### src/core/cam_pkg.sv
// What this block does
// [RQ1] month register: bit 4 tens, bits 3..0 units, bits 7..5 read zero
// [RQ2] months count 01 to 09 then 10 to 12 in bcd; january after reset
// [RQ3] year register: two bcd digits in bits 7..4 and 3..0, reset to 00
// [RQ4] counters at 04h to 0ah stay frozen while an interface access runs
// [RQ5] one tick during the freeze is remembered and applied after release
// [RQ6] host finishes every time access within one second
// [RQ7] host reads or writes seconds through years in one burst
// [RQ8] host reads: pointer 04h via A2h, then seven reads via A3h, stop
// [RQ9] second match: bit 7 disables compare, default 1; bcd seconds 00 to 59
// [RQ10] minute match: bit 7 disables, default 1; tens bits 6..4, units 3..0
// [RQ11] hour match: bit 7 disables, default 1; bit 6 reads zero; bcd hour
// [RQ12] 12-hour: bit 5 afternoon, bit 4 tens; 24-hour: bits 5..4 tens
// [RQ13] format select input picks 12-hour or 24-hour hour interpretation
// [RQ14] flag sets when all enabled match fields first equal the time
// [RQ15] february gets day 29 when the bcd year divides by 4, 00 included
// [RQ16] december rolls to january and bumps the year, 99 wraps to 00
package cam_pkg;

  // ---------------------------------------------------------------
  // register offsets
  // ---------------------------------------------------------------
  localparam logic [7:0] ADDR_SEC    = 8'h04;
  localparam logic [7:0] ADDR_MIN    = 8'h05;
  localparam logic [7:0] ADDR_HOUR   = 8'h06;
  localparam logic [7:0] ADDR_DAY    = 8'h07;
  localparam logic [7:0] ADDR_WDAY   = 8'h08;
  localparam logic [7:0] ADDR_MON    = 8'h09;
  localparam logic [7:0] ADDR_YEAR   = 8'h0a;
  localparam logic [7:0] ADDR_SEC_AL = 8'h0b;
  localparam logic [7:0] ADDR_MIN_AL = 8'h0c;
  localparam logic [7:0] ADDR_HR_AL  = 8'h0d;

  // ---------------------------------------------------------------
  // implemented bits of each register
  // ---------------------------------------------------------------
  localparam logic [7:0] MASK_SEC    = 8'h7f;
  localparam logic [7:0] MASK_MIN    = 8'h7f;
  localparam logic [7:0] MASK_HOUR   = 8'h3f;
  localparam logic [7:0] MASK_DAY    = 8'h3f;
  localparam logic [7:0] MASK_WDAY   = 8'h07;
  localparam logic [7:0] MASK_MON    = 8'h1f;
  localparam logic [7:0] MASK_YEAR   = 8'hff;
  localparam logic [7:0] MASK_SEC_AL = 8'hff;
  localparam logic [7:0] MASK_MIN_AL = 8'hff;
  localparam logic [7:0] MASK_HR_AL  = 8'hbf;
  localparam logic [7:0] MASK_HR_CMP = 8'h3f;
  localparam logic [7:0] MASK_MS_CMP = 8'h7f;
  localparam int         MATCH_OFF_BIT = 7;
  localparam int         PM_BIT        = 5;

  // ---------------------------------------------------------------
  // reset values
  // ---------------------------------------------------------------
  localparam logic [7:0] RST_SEC   = 8'h00;
  localparam logic [7:0] RST_MIN   = 8'h00;
  localparam logic [7:0] RST_HOUR  = 8'h00;
  localparam logic [7:0] RST_DAY   = 8'h01;
  localparam logic [7:0] RST_WDAY  = 8'h06;
  localparam logic [7:0] RST_MON   = 8'h01;
  localparam logic [7:0] RST_YEAR  = 8'h00;
  localparam logic [7:0] RST_MATCH = 8'h80;
  localparam logic [7:0] RD_NONE   = 8'h00;

  // ---------------------------------------------------------------
  // counting limits, all bcd
  // ---------------------------------------------------------------
  localparam logic [7:0] TOP_SEC   = 8'h59;
  localparam logic [7:0] TOP_MIN   = 8'h59;
  localparam logic [7:0] TOP_H24   = 8'h23;
  localparam logic [7:0] TOP_WDAY  = 8'h06;
  localparam logic [7:0] TOP_MON   = 8'h12;
  localparam logic [7:0] TOP_YEAR  = 8'h99;
  localparam logic [7:0] LOW_ZERO  = 8'h00;
  localparam logic [7:0] LOW_ONE   = 8'h01;
  localparam logic [7:0] DAYS_28   = 8'h28;
  localparam logic [7:0] DAYS_29   = 8'h29;
  localparam logic [7:0] DAYS_30   = 8'h30;
  localparam logic [7:0] DAYS_31   = 8'h31;
  localparam logic [4:0] MON_FEB   = 5'h02;
  localparam logic [4:0] MON_APR   = 5'h04;
  localparam logic [4:0] MON_JUN   = 5'h06;
  localparam logic [4:0] MON_SEP   = 5'h09;
  localparam logic [4:0] MON_NOV   = 5'h11;
  localparam logic [4:0] H12_ONE   = 5'h01;
  localparam logic [4:0] H12_TEN   = 5'h10;
  localparam logic [4:0] H12_ELVN  = 5'h11;
  localparam logic [4:0] H12_TWLV  = 5'h12;
  localparam logic [3:0] NIB_ZERO  = 4'h0;
  localparam logic [3:0] NIB_ONE   = 4'h1;
  localparam logic [3:0] NIB_NINE  = 4'h9;

  // ---------------------------------------------------------------
  // generic counter field indices
  // ---------------------------------------------------------------
  localparam int FLD_SEC  = 0;
  localparam int FLD_MIN  = 1;
  localparam int FLD_HOUR = 2;
  localparam int FLD_DAY  = 3;
  localparam int FLD_WDAY = 4;
  localparam int FLD_MON  = 5;
  localparam int FLD_YEAR = 6;
  localparam int FLD_NUM  = 7;
  localparam int AL_NUM   = 3;

endpackage : cam_pkg

### src/core/cam_bcd_inc.sv
module cam_bcd_inc
  import cam_pkg::*;
(
  input  wire logic [7:0] cur_val,
  input  wire logic [7:0] top_val,
  input  wire logic [7:0] low_val,
  output logic      [7:0] nxt_val,
  output logic            wrap
);

  // a value written above the top wraps at once instead of running on
  always_comb
  begin
    wrap    = (cur_val >= top_val);
    nxt_val = cur_val;
    if (wrap)
    begin
      nxt_val = low_val;
    end
    else if (cur_val[3:0] >= NIB_NINE)
    begin
      nxt_val = {cur_val[7:4] + NIB_ONE, NIB_ZERO};
    end
    else
    begin
      nxt_val = {cur_val[7:4], cur_val[3:0] + NIB_ONE};
    end
  end

endmodule : cam_bcd_inc

### src/core/cam_top.sv
module cam_top
  import cam_pkg::*;
(
  input  wire logic       clk_sys,
  input  wire logic       rst,
  input  wire logic       tick_1hz,
  input  wire logic       acc_busy,
  input  wire logic       reg_wr,
  input  wire logic       reg_rd,
  input  wire logic [7:0] reg_addr,
  input  wire logic [7:0] reg_wdata,
  input  wire logic       fmt_12h,
  input  wire logic       match_clr,
  output logic      [7:0] reg_rdata,
  output logic            match_flag,
  output logic            inc_pending
);

  // ---------------------------------------------------------------
  // state
  // ---------------------------------------------------------------
  logic [7:0] sec_q;
  logic [7:0] min_q;
  logic [7:0] hour_q;
  logic [7:0] day_q;
  logic [7:0] wday_q;
  logic [7:0] month_count_q;
  logic [7:0] year_count_q;
  logic [7:0] sec_match_reg_q;
  logic [7:0] min_match_reg_q;
  logic [7:0] hr_match_reg_q;
  logic       pend_q;
  logic       flag_q;
  logic       match_prev_q;
  logic [7:0] rdata_q;

  logic [7:0] f_cur  [FLD_NUM];
  logic [7:0] f_top  [FLD_NUM];
  logic [7:0] f_low  [FLD_NUM];
  logic [7:0] f_nxt  [FLD_NUM];
  logic       f_wrap [FLD_NUM];
  logic [7:0] hour_nxt;
  logic       hour_wrap;
  logic       do_inc;
  logic       match_now;
  logic [AL_NUM-1:0] al_on;
  logic [AL_NUM-1:0] al_hit;
  logic [7:0] al_reg  [AL_NUM];
  logic [7:0] al_time [AL_NUM];
  logic [7:0] al_mask [AL_NUM];

  // ---------------------------------------------------------------
  // decoding helpers
  // ---------------------------------------------------------------
  // odd tens digits pair with units 2 or 6, even ones with 0, 4 or 8
  function automatic logic is_leap(input logic [7:0] yr);
    is_leap = yr[4] ? ((yr[3:0] == 4'h2) || (yr[3:0] == 4'h6))
                    : ((yr[3:0] == 4'h0) || (yr[3:0] == 4'h4) || (yr[3:0] == 4'h8));
  endfunction : is_leap

  function automatic logic [7:0] month_len(input logic [4:0] m, input logic [7:0] yr);
    if (m == MON_FEB)
    begin
      month_len = is_leap(yr) ? DAYS_29 : DAYS_28; // RQ15
    end
    else if ((m == MON_APR) || (m == MON_JUN) || (m == MON_SEP) || (m == MON_NOV))
    begin
      month_len = DAYS_30;
    end
    else
    begin
      month_len = DAYS_31;
    end
  endfunction : month_len

  function automatic logic [7:0] rd_mux(input logic [7:0] a);
    case (a)
      ADDR_SEC:    rd_mux = sec_q & MASK_SEC;
      ADDR_MIN:    rd_mux = min_q & MASK_MIN;
      ADDR_HOUR:   rd_mux = hour_q & MASK_HOUR;
      ADDR_DAY:    rd_mux = day_q & MASK_DAY;
      ADDR_WDAY:   rd_mux = wday_q & MASK_WDAY;
      ADDR_MON:    rd_mux = month_count_q & MASK_MON; // RQ1
      ADDR_YEAR:   rd_mux = year_count_q & MASK_YEAR; // RQ3
      ADDR_SEC_AL: rd_mux = sec_match_reg_q & MASK_SEC_AL;
      ADDR_MIN_AL: rd_mux = min_match_reg_q & MASK_MIN_AL;
      ADDR_HR_AL:  rd_mux = hr_match_reg_q & MASK_HR_AL; // RQ11
      default:     rd_mux = RD_NONE;
    endcase
  endfunction : rd_mux

  // ---------------------------------------------------------------
  // increment request and hold
  // ---------------------------------------------------------------
  // the host is expected to finish inside one second, so one bit is enough
  assign do_inc = !acc_busy && (tick_1hz || pend_q); // RQ4

  always_ff @(posedge clk_sys)
  begin
    if (rst)
    begin
      pend_q <= 1'b0;
    end
    else if (acc_busy)
    begin
      if (tick_1hz)
      begin
        pend_q <= 1'b1; // RQ5 RQ6
      end
    end
    else
    begin
      // a tick on the release cycle with one pending keeps one queued
      pend_q <= tick_1hz && pend_q; // RQ5
    end
  end

  // ---------------------------------------------------------------
  // per-field bcd incrementers
  // ---------------------------------------------------------------
  assign f_cur[FLD_SEC]  = sec_q;
  assign f_cur[FLD_MIN]  = min_q;
  assign f_cur[FLD_HOUR] = hour_q;
  assign f_cur[FLD_DAY]  = day_q;
  assign f_cur[FLD_WDAY] = wday_q;
  assign f_cur[FLD_MON]  = month_count_q;
  assign f_cur[FLD_YEAR] = year_count_q;

  assign f_top[FLD_SEC]  = TOP_SEC;
  assign f_top[FLD_MIN]  = TOP_MIN;
  assign f_top[FLD_HOUR] = TOP_H24;
  assign f_top[FLD_DAY]  = month_len(month_count_q[4:0], year_count_q); // RQ15
  assign f_top[FLD_WDAY] = TOP_WDAY;
  assign f_top[FLD_MON]  = TOP_MON; // RQ2
  assign f_top[FLD_YEAR] = TOP_YEAR; // RQ16

  assign f_low[FLD_SEC]  = LOW_ZERO;
  assign f_low[FLD_MIN]  = LOW_ZERO;
  assign f_low[FLD_HOUR] = LOW_ZERO;
  assign f_low[FLD_DAY]  = LOW_ONE;
  assign f_low[FLD_WDAY] = LOW_ZERO;
  assign f_low[FLD_MON]  = LOW_ONE; // RQ2
  assign f_low[FLD_YEAR] = LOW_ZERO; // RQ16

  for (genvar gi = 0; gi < FLD_NUM; gi++)
  begin : g_fld
    cam_bcd_inc u_inc (
      .cur_val (f_cur[gi]),
      .top_val (f_top[gi]),
      .low_val (f_low[gi]),
      .nxt_val (f_nxt[gi]),
      .wrap    (f_wrap[gi])
    );
  end

  // ---------------------------------------------------------------
  // hour step, both formats
  // ---------------------------------------------------------------
  always_comb
  begin
    hour_nxt  = f_nxt[FLD_HOUR];
    hour_wrap = f_wrap[FLD_HOUR];
    if (fmt_12h) // RQ13
    begin
      hour_wrap = 1'b0;
      if (hour_q[4:0] == H12_ELVN)
      begin
        // 11 to 12 flips the half day; only 11 pm to 12 am ends the day
        hour_nxt  = {2'b00, ~hour_q[PM_BIT], H12_TWLV}; // RQ12
        hour_wrap = hour_q[PM_BIT];
      end
      else if (hour_q[4:0] >= H12_TWLV)
      begin
        hour_nxt = {2'b00, hour_q[PM_BIT], H12_ONE}; // RQ12
      end
      else if (hour_q[3:0] >= NIB_NINE)
      begin
        hour_nxt = {2'b00, hour_q[PM_BIT], H12_TEN};
      end
      else
      begin
        hour_nxt = {2'b00, hour_q[PM_BIT], hour_q[4], hour_q[3:0] + NIB_ONE};
      end
    end
  end

  // ---------------------------------------------------------------
  // time counters 04h..0ah
  // ---------------------------------------------------------------
  always_ff @(posedge clk_sys)
  begin
    if (rst)
    begin
      sec_q         <= RST_SEC;
      min_q         <= RST_MIN;
      hour_q        <= RST_HOUR;
      day_q         <= RST_DAY;
      wday_q        <= RST_WDAY;
      month_count_q <= RST_MON; // RQ2
      year_count_q  <= RST_YEAR; // RQ3
    end
    else
    begin
      if (do_inc) // RQ4 RQ5
      begin
        sec_q <= f_nxt[FLD_SEC];
        if (f_wrap[FLD_SEC])
        begin
          min_q <= f_nxt[FLD_MIN];
          if (f_wrap[FLD_MIN])
          begin
            hour_q <= hour_nxt;
            if (hour_wrap)
            begin
              day_q  <= f_nxt[FLD_DAY];
              wday_q <= f_nxt[FLD_WDAY];
              if (f_wrap[FLD_DAY])
              begin
                month_count_q <= f_nxt[FLD_MON]; // RQ2
                if (f_wrap[FLD_MON])
                begin
                  year_count_q <= f_nxt[FLD_YEAR]; // RQ16
                end
              end
            end
          end
        end
      end
      // a write wins over a tick; normally both cannot meet since writes are busy
      if (reg_wr)
      begin
        case (reg_addr)
          ADDR_SEC:  sec_q         <= reg_wdata & MASK_SEC;
          ADDR_MIN:  min_q         <= reg_wdata & MASK_MIN;
          ADDR_HOUR: hour_q        <= reg_wdata & MASK_HOUR;
          ADDR_DAY:  day_q         <= reg_wdata & MASK_DAY;
          ADDR_WDAY: wday_q        <= reg_wdata & MASK_WDAY;
          ADDR_MON:  month_count_q <= reg_wdata & MASK_MON; // RQ1
          ADDR_YEAR: year_count_q  <= reg_wdata & MASK_YEAR; // RQ3
          default:   ;
        endcase
      end
    end
  end

  // ---------------------------------------------------------------
  // match registers 0bh..0dh
  // ---------------------------------------------------------------
  always_ff @(posedge clk_sys)
  begin
    if (rst)
    begin
      sec_match_reg_q <= RST_MATCH; // RQ9
      min_match_reg_q <= RST_MATCH; // RQ10
      hr_match_reg_q  <= RST_MATCH; // RQ11
    end
    else if (reg_wr)
    begin
      case (reg_addr)
        ADDR_SEC_AL: sec_match_reg_q <= reg_wdata & MASK_SEC_AL; // RQ9
        ADDR_MIN_AL: min_match_reg_q <= reg_wdata & MASK_MIN_AL; // RQ10
        ADDR_HR_AL:  hr_match_reg_q  <= reg_wdata & MASK_HR_AL; // RQ11
        default:     ;
      endcase
    end
  end

  // ---------------------------------------------------------------
  // match compare
  // ---------------------------------------------------------------
  assign al_reg[0]  = sec_match_reg_q;
  assign al_reg[1]  = min_match_reg_q;
  assign al_reg[2]  = hr_match_reg_q;
  assign al_time[0] = sec_q;
  assign al_time[1] = min_q;
  assign al_time[2] = hour_q;
  assign al_mask[0] = MASK_MS_CMP;
  assign al_mask[1] = MASK_MS_CMP;
  // hour compare covers afternoon bit and both tens layouts alike
  assign al_mask[2] = MASK_HR_CMP; // RQ12

  for (genvar ai = 0; ai < AL_NUM; ai++)
  begin : g_al
    assign al_on[ai]  = ~al_reg[ai][MATCH_OFF_BIT]; // RQ9 RQ10 RQ11
    assign al_hit[ai] = ~al_on[ai] ||
                        ((al_reg[ai] & al_mask[ai]) == (al_time[ai] & al_mask[ai])); // RQ14
  end

  assign match_now = (&al_hit) && (|al_on); // RQ14

  // ---------------------------------------------------------------
  // match flag: set on the first matching moment, set beats clear
  // ---------------------------------------------------------------
  always_ff @(posedge clk_sys)
  begin
    if (rst)
    begin
      flag_q       <= 1'b0;
      match_prev_q <= 1'b0;
    end
    else
    begin
      match_prev_q <= match_now;
      if (match_now && !match_prev_q)
      begin
        flag_q <= 1'b1; // RQ14
      end
      else if (match_clr)
      begin
        flag_q <= 1'b0;
      end
    end
  end

  // ---------------------------------------------------------------
  // register read port
  // ---------------------------------------------------------------
  always_ff @(posedge clk_sys)
  begin
    if (rst)
    begin
      rdata_q <= RD_NONE;
    end
    else if (reg_rd)
    begin
      rdata_q <= rd_mux(reg_addr);
    end
  end

  assign reg_rdata   = rdata_q;
  assign match_flag  = flag_q;
  assign inc_pending = pend_q;

endmodule : cam_top

### config.mk
export PLATFORM = sky130hd
export DESIGN_NAME = cam_top
export DESIGN_NICKNAME = d
export VERILOG_FILES = /design/src/core/cam_pkg.sv /design/src/core/cam_bcd_inc.sv /design/src/core/cam_top.sv
export SDC_FILE = /design/constraint.sdc
export NUM_CORES = 1
export LEC_CHECK = 0
export BUFFER_PORTS_ARGS = -buffer_cell sky130_fd_sc_hd__buf_4
export CAP_MARGIN = 10
export CORE_MARGIN = 5
export CORE_UTILIZATION = 45
export CTS_BUF_LIST = sky130_fd_sc_hd__clkbuf_8
export DETAILED_ROUTE_END_ITERATION = 16
export GPL_ROUTABILITY_DRIVEN = 0
export SYNTH_ARGS = -nofsm -noshare
export SYNTH_HDL_FRONTEND = slang
export SYNTH_SLANG_ARGS = --single-unit
### constraint.sdc
create_clock -name clk_sys -period 8.1 [get_ports clk_sys]
set_input_delay 1.215 -clock clk_sys [delete_from_list [all_inputs] [get_ports clk_sys]]
set_output_delay 1.215 -clock clk_sys [all_outputs]
set_load 0.01 [all_outputs]
== After elaboration in Yosys (flattened, before gate mapping) ==
Index checks and enable logic that the tools add are counted.

* Multiplexer cells: 68
* Reduce and logical (&&, ||, !) cells: 23
* Magnitude comparators: 15
* Bitwise gates (word level): 4
* Eq/ne operators: 24
* $add $sub $neg: 14

{| class="wikitable"
|+ Operators by type and width
! operator !! count
|-
| $mux W8 || 55
|-
| $pmux W8 S10 || 1
|-
| $add A4 B1 Y4 const B || 14
|-
| $eq A8 B4 Y1 const B || 6
|-
| $eq A8 B3 Y1 const B || 4
|-
| $ge A4 B4 Y1 const B || 7
|-
| $ge A8 B7 Y1 const B || 2
|-
| $eq A7 B7 Y1 || 2
|-
| $eq A5 B3 Y1 const B || 2
|-
| $eq A5 B5 Y1 const B || 2
|-
| $logic_or A1 B1 Y1 || 10
|-
| $mux W5 || 2
|-
| $mux W1 || 9
|-
| $eq A4 B3 Y1 const B || 2
|-
| $ge A8 B3 Y1 const B || 1
|-
| $ge A8 B5 Y1 const B || 1
|-
| $ge A8 B6 Y1 const B || 1
|-
| $ge A8 B8 Y1 || 1
|-
| $ge A8 B8 Y1 const B || 1
|-
| $eq A6 B6 Y1 || 1
|-
| $mux W6 || 1
|-
| $reduce_and A2 Y1 || 3
|-
| $eq A5 B2 Y1 const B || 1
|-
| $eq A5 B4 Y1 const B || 1
|-
| 11 further kinds || 18
|}

* Logic and storage cells: 162
* Register bits after elaboration: 90
* Input port bits: 24
* Output and inout port bits: 10

== Logic depth before layout (Yosys ltp) ==
* Depth in word-level cells: 14
* Mapped depth: 15
* Depth with buffers taken out: 14

== By module ==
Synthesis repeated with hierarchy kept, for this count alone.

* Cells, all modules: 965
* Area total of the unflattened synthesis: 8553.2 um^2

{| class="wikitable"
|+ By module, submodules not included
! module !! times used !! sequential area each (um^2) !! cells an instance !! area each (um^2)
|-
| cam_top || 1 || 1801.7 || 559 || 4971.0
|-
| cam_bcd_inc || 7 || 0.0 || 58 || 511.7
|}

== Least setup slack after synthesis ==
No wires, ideal clock.

* Path type: reg2reg
* From: register month_count_q[1]
* To: register year_count_q[7]
* Setup slack: 4.953 ns
* Period minus slack after synthesis: 3.147 ns
* Arrival time: 3.056 ns
* Library setup time: 0.091 ns
* Stages on the path, launching flop included: 14
* Cell sequence: dfxtp_1 ha_1 nor4b_1 o221ai_1 o21ai_0 a31oi_1 ha_1 nor4b_1 nor2_1 o21ai_0 or2_1 buf_2 or4_1 a311oi_1

* Word-level cells in the longest chain between the ends: 14
* Elaborated cells between the ends (all ways): 20

{| class="wikitable"
|+ RTL lines
! element !! RTL line !! RTL
|-
| start: declaration || cam_top.sv:27 || <nowiki>logic [7:0] month_count_q;</nowiki>
|-
| start signal: assignment || cam_top.sv:219 || <nowiki>month_count_q <= f_nxt[FLD_MON];</nowiki>
|-
| start signal: assignment || cam_top.sv:238 || <nowiki>ADDR_MON: month_count_q <= reg_wdata & MASK_MON;</nowiki>
|-
| $eq A5 B3 Y1 || cam_top.sv:66 || <nowiki>else if ((m == MON_APR) || (m == MON_JUN) || (m == MON_SEP) || (m == MON_NOV))</nowiki>
|-
| $logic_or A1 B1 Y1 (3 in a row) || cam_top.sv:66 ||
|-
| $mux W1 || cam_top.sv:66 ||
|-
| $mux W8 || cam_top.sv:62 || <nowiki>if (m == MON_FEB)</nowiki>
|-
| $ge A8 B8 Y1 || cam_bcd_inc.sv:14 || <nowiki>wrap = (cur_val >= top_val);</nowiki>
|-
| $mux W8 * || cam_top.sv:217 || <nowiki>if (f_wrap[FLD_DAY])</nowiki>
|-
| $mux W8 * || cam_top.sv:213 || <nowiki>if (hour_wrap)</nowiki>
|-
| $mux W8 * || cam_top.sv:210 || <nowiki>if (f_wrap[FLD_MIN])</nowiki>
|-
| $mux W8 * || cam_top.sv:207 || <nowiki>if (f_wrap[FLD_SEC])</nowiki>
|-
| $mux W8 * || cam_top.sv:204 || <nowiki>if (do_inc)</nowiki>
|-
| $mux W8 || cam_top.sv:232 || <nowiki>case (reg_addr)</nowiki>
|-
| $mux W8 * || cam_top.sv:230 || <nowiki>if (reg_wr)</nowiki>
|-
| end signal: assignment || cam_top.sv:222 || <nowiki>year_count_q <= f_nxt[FLD_YEAR];</nowiki>
|-
| end signal: assignment || cam_top.sv:239 || <nowiki>ADDR_YEAR: year_count_q <= reg_wdata & MASK_YEAR;</nowiki>
|-
| end: declaration || cam_top.sv:28 || <nowiki>logic [7:0] year_count_q;</nowiki>
|}

Every way passes the cells marked *; elsewhere a longest branch is shown, timed or not.
A chain may end at the register's enable or synchronous reset.

== Final worst setup path ==
* From: register month_count_q[1]
* To: register year_count_q[4]

The elaborated chain is that of the path after synthesis.

==> summary.txt <==
====================================================================================================
Req. time, crit path                                                                         8.39 ns
CTS Hold Buffers Added                                                                             0
Worst Path Arrival                                                                           3.99 ns
Result of the run                                                                       complete, no violations
Peak supply drop                                                                           0.0636 mV
Global-route wire length before repair                                                       30.0 mm
Overall global routing resource usage                                                          0.233
Cells along the critical path                                                           ha_1, nor4b_1, o221ai_1, o21ai_0, a31oi_1, ha_1, nor4b_1, nor2_1, o21ai_0, or2_1, or4_1, a311oi_1
Setup clock skew after layout                                                              0.0190 ns
Max Clock Freq                                                                               270 MHz
CP delay by family, top                                                                 simple AND/OR/NAND/NOR gates
Time the worst path needs with I/O delays and setup                                          3.70 ns
GRT Residual Overflow                                                                              0
Final non-filler cell area                                                                6490 sq um
Synthesized area per cell                                                                 7.98 sq um
Crit path buf inv count                                                                            0
Post-Syn Area                                                                             6030 sq um
Total via count in the routed design                                                            5740
Power density over the cells                                                             124 nW/um^2
Area share of the leading cell type in the synthesized netlist                                 0.299
Worst min-delay path category                                                           register to register
Source-to-sink clock delay at the later pin of the worst-skew pair                           0.38 ns
Crit Path Category                                                                      register to register
Number of hold-slack violations in the final timing report                                         0
Crit end category                                                                           register
Via count of the first global-routing pass                                                      5506
Horizontal die dimension                                                                 126 microns
Top-level port count                                                                              34
Initial Util                                                                                   0.458
Post-DR vias/cell                                                                               6.14
Area enclosed by the die boundary                                                        15800 sq um
Post-Route Utilization                                                                         0.492
Half-perimeter wire length after placement                                                   13.2 mm
Total Routed Length                                                                          18.5 mm
Number of H-tree branching levels                                                                  3
Post-cts repair resize count                                                                       0
CTS tree                                                                                        done
Cell accounting for the most synthesized area                                                dfxtp_1
Startpoint of the lowest-slack hold path                                                reg_rdata[7]
Initial antenna violation count                                                                    0
Unrepaired setup endpoints after global routing                                                   no
Maximum number of pins on one net before global-route repair                                      92
Share of flip-flops with an asynchronous set or reset                                              0
Final worst-path cycle share                                                                   0.457
Post-detailed-route DRC marker count                                                               0
Synth Register Bits                                                                               90
Setup repair bufs after CTS                                                                        0
Share of final-layout standard cells stronger than drive strength 1                           0.0856
Max transition margin                                                                          0.353
Detailed-route wire length per cell                                                     19.7 microns
Main area contributors after synthesis                                                  dfxtp_1, ha_1, nor2_1, mux2i_1, nand2_1
Post-placement cell area                                                                  6310 sq um
Start of the worst register-to-register path                                            month_count_q[1]
Area growth from synthesis to final layout                                                     7.51%
Number of buffers inserted during clock tree synthesis                                             9
Worst Setup Start Kind                                                                      register
Max-slew violations                                                                                0
Antenna Violating Nets Remaining                                                                   0
Number of endpoints failing setup at the final stage                                               0
Largest stage delay on the critical path                                                     0.54 ns
Number of cells produced by synthesis                                                            756
Critical path fanouts, max                                                                         8
Main flop type after synthesis                                                               dfxtp_1
Number of sinks handled by clock tree synthesis                                                   90
Buffer cell driving the clock tree root                                                     clkbuf_8
Most numerous cell in the Yosys netlist                                                      dfxtp_1
Sum Neg Setup Slack                                                                             0 ns
Yosys synthesis warning count                                                                      0
DR pass1 iterations                                                                                5
Deepest clock path buffer count                                                                    2
Post-synthesis net count                                                                         825
Transition time of the tightest slew-check pin                                              0.971 ns
Final #Nets                                                                                      823
Synth cell types                                                                                  73
Seq/Total Area, Yosys                                                                          0.299
1st-iter DRT viols                                                                               519
Top cells by instance count after synthesis                                             dfxtp_1, nor2_1, nand2_1
Max-cap check violation count                                                                      0
Number of antenna repair diodes                                                                    0
Vert. Die Dim                                                                            126 microns
Site Rows                                                                                         42
Port Buffer Count                                                                                 33
Total leakage power                                                                          2.47 nW
Number of filler cells placed in the layout                                                     1289
Clock-pin slew reported for the worst setup and hold paths after clock tree synthesis        0.10 ns
Crit path launch                                                                        month_count_q[1]
Post-synth EDFFs                                                                                   0
Core area                                                                                13200 sq um
Slowest-stage cell, CP                                                                         or4_1
====================================================================================================
-- registers in the layout, indices dropped and copies added (netlist names) --
signal	count
match_flag	1
hr_match_reg_q	7
sec_match_reg_q	8
reg_rdata	8
day_q	8
min_match_reg_q	8
inc_pending	1
hour_q	8
wday_q	8
sec_q	8
month_count_q	8
min_q	8
year_count_q	8
match_prev_q	1
-- power by group --
| part | total [mW] | leakage [nW] | internal, mW | switching [mW] |
|---|---|---|---|---|
| registers | 0.449 | 0.726 | 0.444 | 0.00441 |
| clock network | 0.288 | 0.0986 | 0.118 | 0.170 |
| logic | 0.0685 | 1.65 | 0.0219 | 0.0466 |
| total | 0.805 | 2.47 | 0.584 | 0.221 |
-- metal layers --
| layer | up-vias | GRT usage | part of all wire |
|---|---|---|---|
| li1 | 2774 | - | - |
| met1 | 2740 | 0.321 | 0.46 |
| met2 | 192 | 0.367 | 0.45 |
| met3 | 34 | 0.0322 | 0.059 |
| met4 | 0 | 0.0991 | 0.030 |
| met5 | - | 0 | 0 |
-- layout by cell type (no fill, tap or decap), drive strengths merged, types with 8 or more instances in the layout --
master / instances
dfxtp: 90
nor2: 87
nand2: 59
ha: 45
o21ai: 41
nand3: 40
a21oi: 36
inv: 35
buf: 34
mux2i: 28
nor3: 25
a311oi: 16
a31oi: 15
a211oi: 13
xnor2: 12
xor2: 12
nor4: 10
a22oi: 10
clkbuf: 10
nor2b: 9
and3: 8
-- final timing paths --
kind | endpoint | slack, ns | depth (start not counted)
max reg2reg | year_count_q[4] | 4.40 | 12
max | year_count_q[4] | 4.40 | 12
min reg2reg | reg_rdata[7] | 0.47 | 2
min | reg_rdata[7] | 0.47 | 2
-- worst reg2reg max path, delay by kind of cell, from the launching register on --
kind	cells	cell delay (ns)
AOI/OAI and AO/OA	5	0.90
adders and majority gates	2	0.55
DFF	1	0.49
and+or+nand+nor	5	1.69
-- metrics by stage --
stage          worst slack (ns)  hold slack [ns]  instances  power, mW
6_report                   4.40            0.467        935      0.805
5_1_grt                    3.95            0.493        935      0.835
4_1_cts                    4.39            0.470        934      0.810
3_5_place_dp               4.39            0.457        918      0.527
3_3_place_gp               4.44            0.438        918      0.526
2_1_floorplan              4.95            0.414        756      0.500
-- logic make-up (layout without fill, tap and decap cells) --
| kind of cell | after synthesis | in the layout | share of synthesized area |
|---|---|---|---|
| AO/OA/AOI/OAI | 201 | 201 | 0.231 |
| XOR/XNOR | 24 | 24 | 0.0348 |
| adder cells (fa/ha/maj) | 45 | 45 | 0.0933 |
| buffers and inverters | 81 | 84 | 0.0531 |
| flip-flops | 90 | 90 | 0.299 |
| multiplexers | 31 | 31 | 0.0539 |
| AND/OR/NAND/NOR | 284 | 284 | 0.235 |
-- cell type report --
cell class	instances	area, sq um	area share
inverters	34	128	0.0197
flip-flops and latches	90	1800	0.278
multi-input cells	585	3910	0.603
clock buffers	10	138	0.0212
repair buffers	34	253	0.0390
well taps	176	220	0.0339
clock inverters	6	35.0	0.00540
Power figures use the tool's default switching activity.
